==> config.mk <==
export PLATFORM = sky130hd
export DESIGN_NAME = ilox_exec
export DESIGN_NICKNAME = d
export VERILOG_FILES = /design/src/verilog/ilox_addr_gen.v /design/src/verilog/ilox_exec.v
export VERILOG_INCLUDE_DIRS = /design/src /design/src/common
export SDC_FILE = /design/constraint.sdc
export NUM_CORES = 1
export LEC_CHECK = 0
export ABC_AREA = 1
export BUFFER_PORTS_ARGS = -buffer_cell sky130_fd_sc_hd__buf_2
export CAP_MARGIN = 20
export CORE_MARGIN = 5
export CORE_UTILIZATION = 40
export CTS_BUF_LIST = sky130_fd_sc_hd__clkbuf_8
export DETAILED_ROUTE_END_ITERATION = 8
export GPL_TIMING_DRIVEN = 0
export PLACE_DENSITY = 0.66
export SETUP_SLACK_MARGIN = 0.1
export SLEW_MARGIN = 25
export SYNTH_ARGS = -nofsm -noshare
export SYNTH_HDL_FRONTEND = slang
export SYNTH_SLANG_ARGS = --single-unit
==> constraint.sdc <==
create_clock -name clk_sys_in -period 3 [get_ports clk_sys_in]
set_input_delay 0.3 -clock clk_sys_in [delete_from_list [all_inputs] [get_ports clk_sys_in]]
set_output_delay 0.3 -clock clk_sys_in [all_outputs]
set_load 0.1 [all_outputs]
==> src/common/ilox_defines.vh <==
// Constants for the indexed literal offset instruction executor.
`ifndef ILOX_DEFINES_VH
`define ILOX_DEFINES_VH
`define ILOX_OP_ADD_HI      4'h2
`define ILOX_OP_ADD_MID     2'h1
`define ILOX_OP_BSET_HI     4'h8
`define ILOX_OP_FILL_HI     4'h6
`define ILOX_OP_FILL_MID    4'h8
`define ILOX_OFFSET_MAX     8'h5f
`define ILOX_FILL_VALUE     8'hff
`define ILOX_ACC_RESET      8'h00
`define ILOX_FLAGS_RESET    5'h00
`define ILOX_ADDR_W         12
`define ILOX_FLAG_C         0
`define ILOX_FLAG_HC        1
`define ILOX_FLAG_Z         2
`define ILOX_FLAG_WRAP      3
`define ILOX_FLAG_N         4
`endif

==> src/verilog/ilox_addr_gen.v <==
// Effective data address former for indexed and literal operands.
`timescale 1ns/1ps
`include "ilox_defines.vh"
module ilox_addr_gen
(
	// Operand fields
	input  wire [7:0]               file_arg_in,
	input  wire                     access_sel_in,
	input  wire                     extended_set_enable_in,
	// Base registers
	input  wire [`ILOX_ADDR_W-1:0]  frame_pointer_in,
	input  wire [3:0]               bank_select_register_in,
	// Result
	output wire [`ILOX_ADDR_W-1:0]  addr_out,
	output wire                     indexed_out
);
	// Indexed only when enabled, access bank chosen and operand small.
	assign indexed_out = extended_set_enable_in & ~access_sel_in &
		(file_arg_in <= `ILOX_OFFSET_MAX);
	// Access bank low half sits at 000h, the high half at F60h onward.
	wire [`ILOX_ADDR_W-1:0] access_addr;
	assign access_addr = (file_arg_in <= `ILOX_OFFSET_MAX) ?
		{4'h0, file_arg_in} : {4'hf, file_arg_in};
	assign addr_out = indexed_out ?
		frame_pointer_in + {4'h0, file_arg_in} :
		(access_sel_in ? {bank_select_register_in, file_arg_in} :
		access_addr);
endmodule // ilox_addr_gen

==> src/verilog/ilox_exec.v <==
// Executor for add, bit set and fill in indexed literal offset mode.
// Summary of operation
// - Add acc to indexed byte, k 0..95; flags N, wrap, C, half carry, Z.
// - Destination bit 0 writes accumulator; 1 writes the memory byte.
// - Bit set indexed forces bit b of indexed byte; flags unchanged.
// - Fill indexed writes FFh to indexed byte; flags unchanged.
// - Enable bit low disables indexed addressing only; add, bit set and fill still execute.
// - Enabled, access bit 0, argument up to 5Fh means frame offset.
// - Disabled, embedded address is access bank or selected bank.
`timescale 1ns/1ps
`include "ilox_defines.vh"
module ilox_exec
(
	// Clock and reset
	input  wire                     clk_sys_in,
	input  wire                     arst_n_in,
	// Configuration and core state
	input  wire                     extended_set_enable_in,
	input  wire [`ILOX_ADDR_W-1:0]  frame_pointer_in,
	input  wire [3:0]               bank_select_register_in,
	// Instruction
	input  wire                     instr_valid_in,
	input  wire [15:0]              instr_in,
	// Data memory
	input  wire [7:0]               mem_rdata_in,
	output wire [`ILOX_ADDR_W-1:0]  mem_addr_out,
	output reg                      mem_we_out,
	output reg  [7:0]               mem_wdata_out,
	// Results
	output reg  [7:0]               acc_out,
	output reg  [4:0]               flags_out,
	output reg                      done_out,
	output reg                      illegal_out
);
	reg        rst_s1_q;
	reg        rst_n_q;
	always @(posedge clk_sys_in or negedge arst_n_in)
	begin
		if (!arst_n_in)
		begin
			rst_s1_q <= 1'b0;
			rst_n_q  <= 1'b0;
		end
		else
		begin
			rst_s1_q <= 1'b1;
			rst_n_q  <= rst_s1_q;
		end
	end

	// Operation classes decoded from the opcode.
	localparam [2:0] OPC_NONE = 3'h0;
	localparam [2:0] OPC_ADD  = 3'h1;
	localparam [2:0] OPC_BSET = 3'h2;
	localparam [2:0] OPC_FILL = 3'h3;
	localparam [2:0] OPC_ILL  = 3'h4;

	wire [3:0] opc_hi;
	wire [3:0] opc_mid;
	wire [7:0] file_arg;
	wire       is_add;
	wire       is_bset;
	wire       is_fill;
	wire       dest_mem;
	wire [2:0] bit_sel;
	wire       access_sel;
	assign opc_hi   = instr_in[15:12];
	assign opc_mid  = instr_in[11:8];
	assign file_arg = instr_in[7:0];
	assign is_add  = (opc_hi == `ILOX_OP_ADD_HI) &&
		(opc_mid[3:2] == `ILOX_OP_ADD_MID);
	assign is_bset = (opc_hi == `ILOX_OP_BSET_HI);
	assign is_fill = (opc_hi == `ILOX_OP_FILL_HI) &&
		(opc_mid == `ILOX_OP_FILL_MID);
	assign dest_mem = opc_mid[1];
	assign bit_sel  = opc_mid[3:1];
	// The fill opcode has no access bit of its own, so it counts as 0.
	assign access_sel = opc_mid[0] & ~is_fill;

	reg  [2:0] op_class;
	always @*
	begin
		op_class = OPC_NONE;
		if (instr_valid_in)
		begin
			if (is_add)
				op_class = OPC_ADD;
			else if (is_bset)
				op_class = OPC_BSET;
			else if (is_fill)
				op_class = OPC_FILL;
			else
				op_class = OPC_ILL;
		end
	end

	ilox_addr_gen u_addr
	(
		.file_arg_in             (file_arg),
		.access_sel_in           (access_sel),
		.extended_set_enable_in  (extended_set_enable_in),
		.frame_pointer_in        (frame_pointer_in),
		.bank_select_register_in (bank_select_register_in),
		.addr_out                (mem_addr_out),
		.indexed_out             ()
	);

	// Bit set data, one lane per data bit.
	wire [7:0] bit_onehot;
	wire [7:0] bset_data;
	assign bit_onehot = 8'h01 << bit_sel;
	genvar gi;
	generate
		for (gi = 0; gi < 8; gi = gi + 1)
		begin : g_bset
			assign bset_data[gi] = mem_rdata_in[gi] | bit_onehot[gi];
		end
	endgenerate

	// Sum and flags are combinational so the read and the arithmetic
	// share the cycle in which the instruction is presented.
	wire [8:0] sum;
	wire [7:0] sum_byte;
	wire [4:0] low_sum;
	wire       carry;
	wire       half_carry;
	wire       zero;
	wire       negative;
	wire       wrap;
	assign sum        = {1'b0, acc_out} + {1'b0, mem_rdata_in};
	assign sum_byte   = sum[7:0];
	assign low_sum    = {1'b0, acc_out[3:0]} + {1'b0, mem_rdata_in[3:0]};
	assign carry      = sum[8];
	assign half_carry = low_sum[4];
	assign zero       = (sum_byte == 8'h00);
	assign negative   = sum_byte[7];
	// Signed wrap: both operands share a sign that the result lacks.
	assign wrap       = (acc_out[7] == mem_rdata_in[7]) &&
		(sum_byte[7] != acc_out[7]);

	reg  [7:0] acc_d;
	reg  [4:0] flags_d;
	reg        we_d;
	reg  [7:0] wdata_d;
	reg        done_d;
	reg        illegal_d;

	always @*
	begin
		acc_d     = acc_out;
		flags_d   = flags_out;
		we_d      = 1'b0;
		wdata_d   = mem_wdata_out;
		done_d    = 1'b0;
		illegal_d = 1'b0;
		case (op_class)
			OPC_ADD:
			begin
				done_d = 1'b1;
				if (dest_mem)
				begin
					we_d    = 1'b1;
					wdata_d = sum_byte;
				end
				else
					acc_d = sum_byte;
				flags_d[`ILOX_FLAG_C]    = carry;
				flags_d[`ILOX_FLAG_HC]   = half_carry;
				flags_d[`ILOX_FLAG_Z]    = zero;
				flags_d[`ILOX_FLAG_WRAP] = wrap;
				flags_d[`ILOX_FLAG_N]    = negative;
			end

			OPC_BSET:
			begin
				done_d  = 1'b1;
				we_d    = 1'b1;
				wdata_d = bset_data;
			end

			OPC_FILL:
			begin
				done_d  = 1'b1;
				we_d    = 1'b1;
				wdata_d = `ILOX_FILL_VALUE;
			end

			OPC_ILL:
				illegal_d = 1'b1;

			default:
			begin
				// No instruction this cycle; acc, flags and write data hold, done and illegal clear.
				done_d    = 1'b0;
				illegal_d = 1'b0;
			end
		endcase
	end

	// Results are registered: the write pulse trails the instruction by one
	// cycle, so the memory has to keep the address that came with it.
	always @(posedge clk_sys_in or negedge rst_n_q)
	begin
		if (!rst_n_q)
		begin
			acc_out       <= `ILOX_ACC_RESET;
			flags_out     <= `ILOX_FLAGS_RESET;
			mem_we_out    <= 1'b0;
			mem_wdata_out <= 8'h00;
			done_out      <= 1'b0;
			illegal_out   <= 1'b0;
		end
		else
		begin
			acc_out       <= acc_d;
			flags_out     <= flags_d;
			mem_we_out    <= we_d;
			mem_wdata_out <= wdata_d;
			done_out      <= done_d;
			illegal_out   <= illegal_d;
		end
	end
endmodule // ilox_exec

==> results of run 1 <==
==> through the flow <==
| step | cells | cell area, sq um | hold WS (ns) |
|---|---|---|---|
| after CTS | 508 | 2880 | 0.321 |
| after global placement | 503 | 2800 | 0.0848 |
| after detailed placement | 503 | 2800 | 0.0860 |
| final | 508 | 2880 | 0.250 |
| after global routing | 508 | 2880 | 0.309 |
| after floorplan | 354 | 2320 | 0.00441 |
==> flip-flops by register name (all words and copies together) (netlist names) <==
| signal | count |
|---|---|
| flags_out | 5 |
| mem_wdata_out | 8 |
| mem_we_out | 1 |
| illegal_out | 1 |
| done_out | 1 |
| rst_n_q | 1 |
| rst_s1_q | 1 |
| acc_out | 8 |
==> how the worst max path moves through the flow <==
stage / from / endpoint / slack, ns
3_5_place_dp: instr_in[0] / mem_addr_out[10] / 0.51
5_1_grt: instr_in[0] / mem_addr_out[10] / 0.31
4_1_cts: instr_in[0] / mem_addr_out[10] / 0.49
2_1_floorplan: frame_pointer_in[0] / mem_addr_out[8] / 0.03
6_report: instr_in[0] / mem_addr_out[10] / 0.51
3_3_place_gp: instr_in[0] / mem_addr_out[10] / 0.50
==> cell families (layout without fill, tap and decap cells) <==
family                   Yosys count  count (layout)  share of synthesized area, %
AND/OR/NAND/NOR                  215             215                          41.6
buffers and inverters             52             134                          9.00
AO/OA/AOI/OAI                     38              38                          9.38
flip-flops                        26              26                          28.0
adder cells (fa/ha/maj)           18              18                          10.4
XOR/XNOR                           4               4                          1.51
other                              1               1                         0.162
==> area by class of cell <==
| type | instances | area, sq um |
|---|---|---|
| inverter | 46 | 175 |
| tap | 72 | 90.1 |
| clock inverter | 1 | 30.0 |
| timing repair buffer | 78 | 395 |
| buffer | 6 | 33.8 |
| sequential | 26 | 652 |
| multi-input combinational | 276 | 1470 |
| fill | 593 | 2690 |
| clock buffer | 3 | 41.3 |
==> critical path, stage by stage <==
cell     delay (ns)
buf_2          0.09
ha_1           0.19
inv_1          0.07
fa_1           0.39
inv_1          0.07
nand3_1        0.06
nand2_1        0.14
nand2_1        0.07
nand2_1        0.13
nand3_1        0.08
nand2_1        0.06
nand3_1        0.06
nand2_1        0.06
buf_2          0.42
==> per-layer routing <==
metal	up-vias	GRT usage, %
met4	0	2.97
met2	61	30.6
met3	5	3.52
li1	1301	-
met5	-	0
met1	1149	21.2
==> report_power, final <==
part           internal, W  switching, W  total [W]
sequential        0.000401     0.0000350   0.000436
clock             0.000179      0.000119   0.000298
combinational     0.000175      0.000702   0.000877
total             0.000755      0.000856    0.00161
==> cell usage in the layout (no fill, tap or decap), drive strengths merged, types with 2 or more instances in the layout <==
cell type	count
a21oi	16
nand4	6
xnor2	2
ha	16
nand2	120
buf	81
nand3	39
inv	46
xor2	2
o21ai	18
nor3	11
dfrtp	26
nor2	38
clkbuf	5
fa	2
==> metrics, run 1 <==
met1 wire length=2.77 mm; root buf cell=clkbuf_8; # DRC=0; leading cell type by number of instances after synthesis=nand2_1; Worst-Skew Late Latency=0.28 ns; met2 wire length=2.91 mm; antenna viol nets, final=0; Post-DP HPWL=5.13 mm; syn_nets=416; hold buffers post-CTS=1; Max Freq=~400 MHz; Synth Area per Inst=6.56 sq um; Seq/Total Area, Yosys=between 20% and 30%; wire per inst=12.1 um; share of layout cells above drive strength 1=24.8%; Final Cycle Share=83.1%; row cnt=27; routed vias/inst=4.95; CP max FO=4; leakage power=about 1.7 nW; worst r2r src=acc_out[0]$_DFFE_PN0P_; H-tree Lvls=1; Iter 0 DRT Violations=just under 90; Data required, critical path=2.70 ns; routed wire length=6.13 mm; Max Buffers Root-to-Sink=2; total track usage=17.0%; GRT overflow=0; vias in the first global route=approximately 2500; Mapped Cells=354; vias after detailed routing=about 2500; Crit. End Element=output port; Max Used Layer=met4; worst setup margin=0.506 ns; status=finished, final reports clean; Synth async-reset ratio=100%; WS Path Type=in2out; global-route wire length before repair=10.5 mm; R2R Path End=mem_wdata_out[4]$_DFFE_PN0P_; RSZ-0062 raised after global routing=false; top-area cell type share of the netlist area=28.0%; GPL Wtd Cong=0.879; initial antenna violation count=0; synthesized area=0.00232 sq mm; Place WS=0.514 ns; # setup viols final=0; Final Hold Fails=0; pwr/cell area=559 mW/mm^2; Post-synth top cells=nand2_1, inv_1, nand3_1; IO Count=80; CTS Sinks=26; fin nets=499; Synth cell types=33; final-report max-slew violation count=0; ant diodes=0; Seq cells post-synth=26; largest net degree at the start of global routing=25; CP Launch Type=input port; CTS tree=done; core footprint=0.00557 sq mm; post-route minimum period=2.49 ns; Post-synth EDFFs=0; worst hold path class=reg2async; Slew headroom=between 60% and 70%; P&R area growth vs syn=24.2%; Max VDD drop=approximately 0.00035 V; Die X-Extent=86.2 um; r2r setup slk=between 1 and 1.5 ns; # resized after CTS=0; WL met3=390 um; total chip power=0.00161 W; Yosys Warn Count=0; Worst-path clk slew=0.10 ns; top cells by area, synth=dfrtp_1, nand2_1, ha_1; post-route setup TNS=0 ns; Die ar.=0.00743 sq mm; post-CTS setup buffer count=0; Util after Layout=around 52%; die height=86.2 um; Max-Cap Viols=0; ys flop type=dfrtp_1; R2R cell count=10; skew final=0.00890 ns; 1st-pass router iterations=4; arrival time worst endpoint=2.19 ns; Num CTS Buffers=3; area leader, netlist=dfrtp_1; actual slew at the worst max-slew pin=0.538 ns; Port Buf Inserts=77; initial core utilization=41.6%
(Power assumes the default switching activity.)
==> run 2, diff against run 1 <==
- PLACE_DENSITY: 0.66 -> 0.69
- clock period: 3 -> 2.18 ns (I/O delays scaled with it)
==> metrics, run 2 (synthesis results as in run 1) <==
row cnt=27; Num CTS Buffers=3; CTS tree=done; share of layout cells above drive strength 1=29.7%; Final Cycle Share=around 90%; actual slew at the worst max-slew pin=0.565 ns; post-route minimum period=~2 ns; Buf+Inv Stages, Crit Path=3; routed wire length=6.39 mm; commonest non-fill, non-tap cell in the layout=nand2_1; critical path endpoint=mem_addr_out[5]; biggest regs=acc_out: 8 flops, mem_wdata_out: 8 flops, flags_out: 5 flops; Max Freq=505 MHz; CP max FO=5; Final Hold Fails=0; skew final=0.000772 ns; IO Count=80; Hold Slack=0.242 ns; vias in the first global route=2442; vias after detailed routing=2546; initial core utilization=41.6%; Port Buf Inserts=77; fin nets=500; # setup viols final=0; R2R cell count=10; pwr/cell area=750 mW/mm^2; final-report max-slew violation count=0; Slew headroom=62.4%; die height=86.2 um; # DRC=0; Worst-Skew Late Latency=around 0.28 ns; critical path's top delay family=simple AND/OR/NAND/NOR gates; total chip power=0.00228 W; core footprint=0.00557 sq mm; r2r setup slk=0.32 ns; Iter 0 DRT Violations=between 100 and 150; global-route wire length before repair=10.8 mm; root buf cell=clkbuf_8; Max-Cap Viols=0; P&R area growth vs syn=31.0%; Max Buffers Root-to-Sink=2; # fillers=roughly 560; WS Path Type=in2out; arrival time worst endpoint=1.76 ns; routed vias/inst=between 5 and 6; RSZ-0062 raised after global routing=false; 1st-pass router iterations=4; CP startpoint=frame_pointer_in[2]; max incr delay on CP=0.36 ns; Max VDD drop=0.000397 V; Die X-Extent=86.2 um; Critical Path Stages=10; largest net degree at the start of global routing=25; Die ar.=0.00743 sq mm; status=finished, final reports clean; CP Launch Type=input port; CP max-delay cell=ha_1; GRT overflow=0; Data required, critical path=just under 2 ns; H-tree Lvls=1; GPL Wtd Cong=approximately 0.95; CTS Sinks=26; Post-DP HPWL=5.22 mm; worst hold path class=in2async; worst r2r src=acc_out[0]$_DFFE_PN0P_; Worst-path clk slew=0.09 ns; initial antenna violation count=0; Crit. End Element=output port; commonest cells after routing, fill and taps aside=nand2_1, buf_2, inv_1; R2R Path End=flags_out[2]$_DFFE_PN0N_; CP Cell Sequence=buf_2, ha_1, a21oi_2, nand2_2, inv_1, o21ai_0, or2_2, nand3_1, nand2_1, buf_4; ant diodes=0; leakage power=1.73 nW; antenna viol nets, final=0; total track usage=between 10% and 20%; wire per inst=~13 um
-- run 2: changes by cell type in the layout (fill, tap and decap cells not counted), sizes merged --
cell and change:
buf +1
-- run 2: per-layer routing --
| metal | global-route usage [%] | wire length, um |
|---|---|---|
| met5 | 0 | 0 |
| met4 | 5.24 | 101 |
| met3 | 3.04 | 456 |
| met2 | 32.3 | 3220 |
| met1 | 21.4 | 2610 |
-- run 2: how the worst min path moves through the flow --
| stage | to | slack [ns] | from |
|---|---|---|---|
| 3_5_place_dp | rst_n_q$_DFF_PN0_ | 0.007 | arst_n_in |
| 5_1_grt | rst_n_q$_DFF_PN0_ | 0.27 | arst_n_in |
| 4_1_cts | rst_n_q$_DFF_PN0_ | 0.25 | arst_n_in |
| 3_3_place_gp | rst_n_q$_DFF_PN0_ | 0.003 | arst_n_in |
| 2_1_floorplan | rst_n_q$_DFF_PN0_ | -0.08 | arst_n_in |
| 6_report | rst_n_q$_DFF_PN0_ | 0.24 | arst_n_in |
-- run 2: where the power goes --
part           internal, W  switching, W  total (W)
registers         0.000554     0.0000519   0.000606
logic             0.000275      0.000987    0.00126
clock network     0.000246      0.000168   0.000414
-- run 2: final cells by class --
class                      instances  area [sq um]  share of cell area [%]
clock buffer                       3          41.3                    1.36
clock inverter                     1          30.0                   0.988
inverter                          46           175                    5.76
sequential                        26           659                    21.7
timing repair buffer              79           464                    15.3
buffer                             6          33.8                    1.11
multi-input combinational        276          1550                    50.9
tap                               72          90.1                    2.96
-- run 2: worst reg2reg max path: cells and delay by family (launching register included) --
| kind | cells | cell delay, ns |
|---|---|---|
| AND/OR/NAND/NOR | 6 | 0.57 |
| AO/OA/AOI/OAI | 1 | 0.06 |
| buffers and inverters | 1 | 0.04 |
| flip-flops | 1 | 0.43 |
| adder cells (fa/ha/maj) | 2 | 0.68 |
-- run 2: metrics by stage --
step	worst slack, ns	setup TNS, ns	util (%)	cells	area, sq um
floorplan	-0.116	-0.116	-	354	2380
global placement	-0.145	-0.305	51.2	503	2860
detailed placement	-0.143	-0.308	51.2	503	2860
CTS	0.101	0	53.8	508	3000
global route	0.102	0	54.5	509	3040
finish	0.198	0	54.5	509	3040
-- run 2: timing repair --
action | 4_1_cts | 5_1_grt
pin swaps | 0 | 2
setup endpoints to repair | 7 | 7
endpoints found under the hold margin | 2 | 0
hold buffers | 1 | 0
gates cloned | 0 | 0
gates resized for setup | 19 | 9
setup buffers | 0 | 1
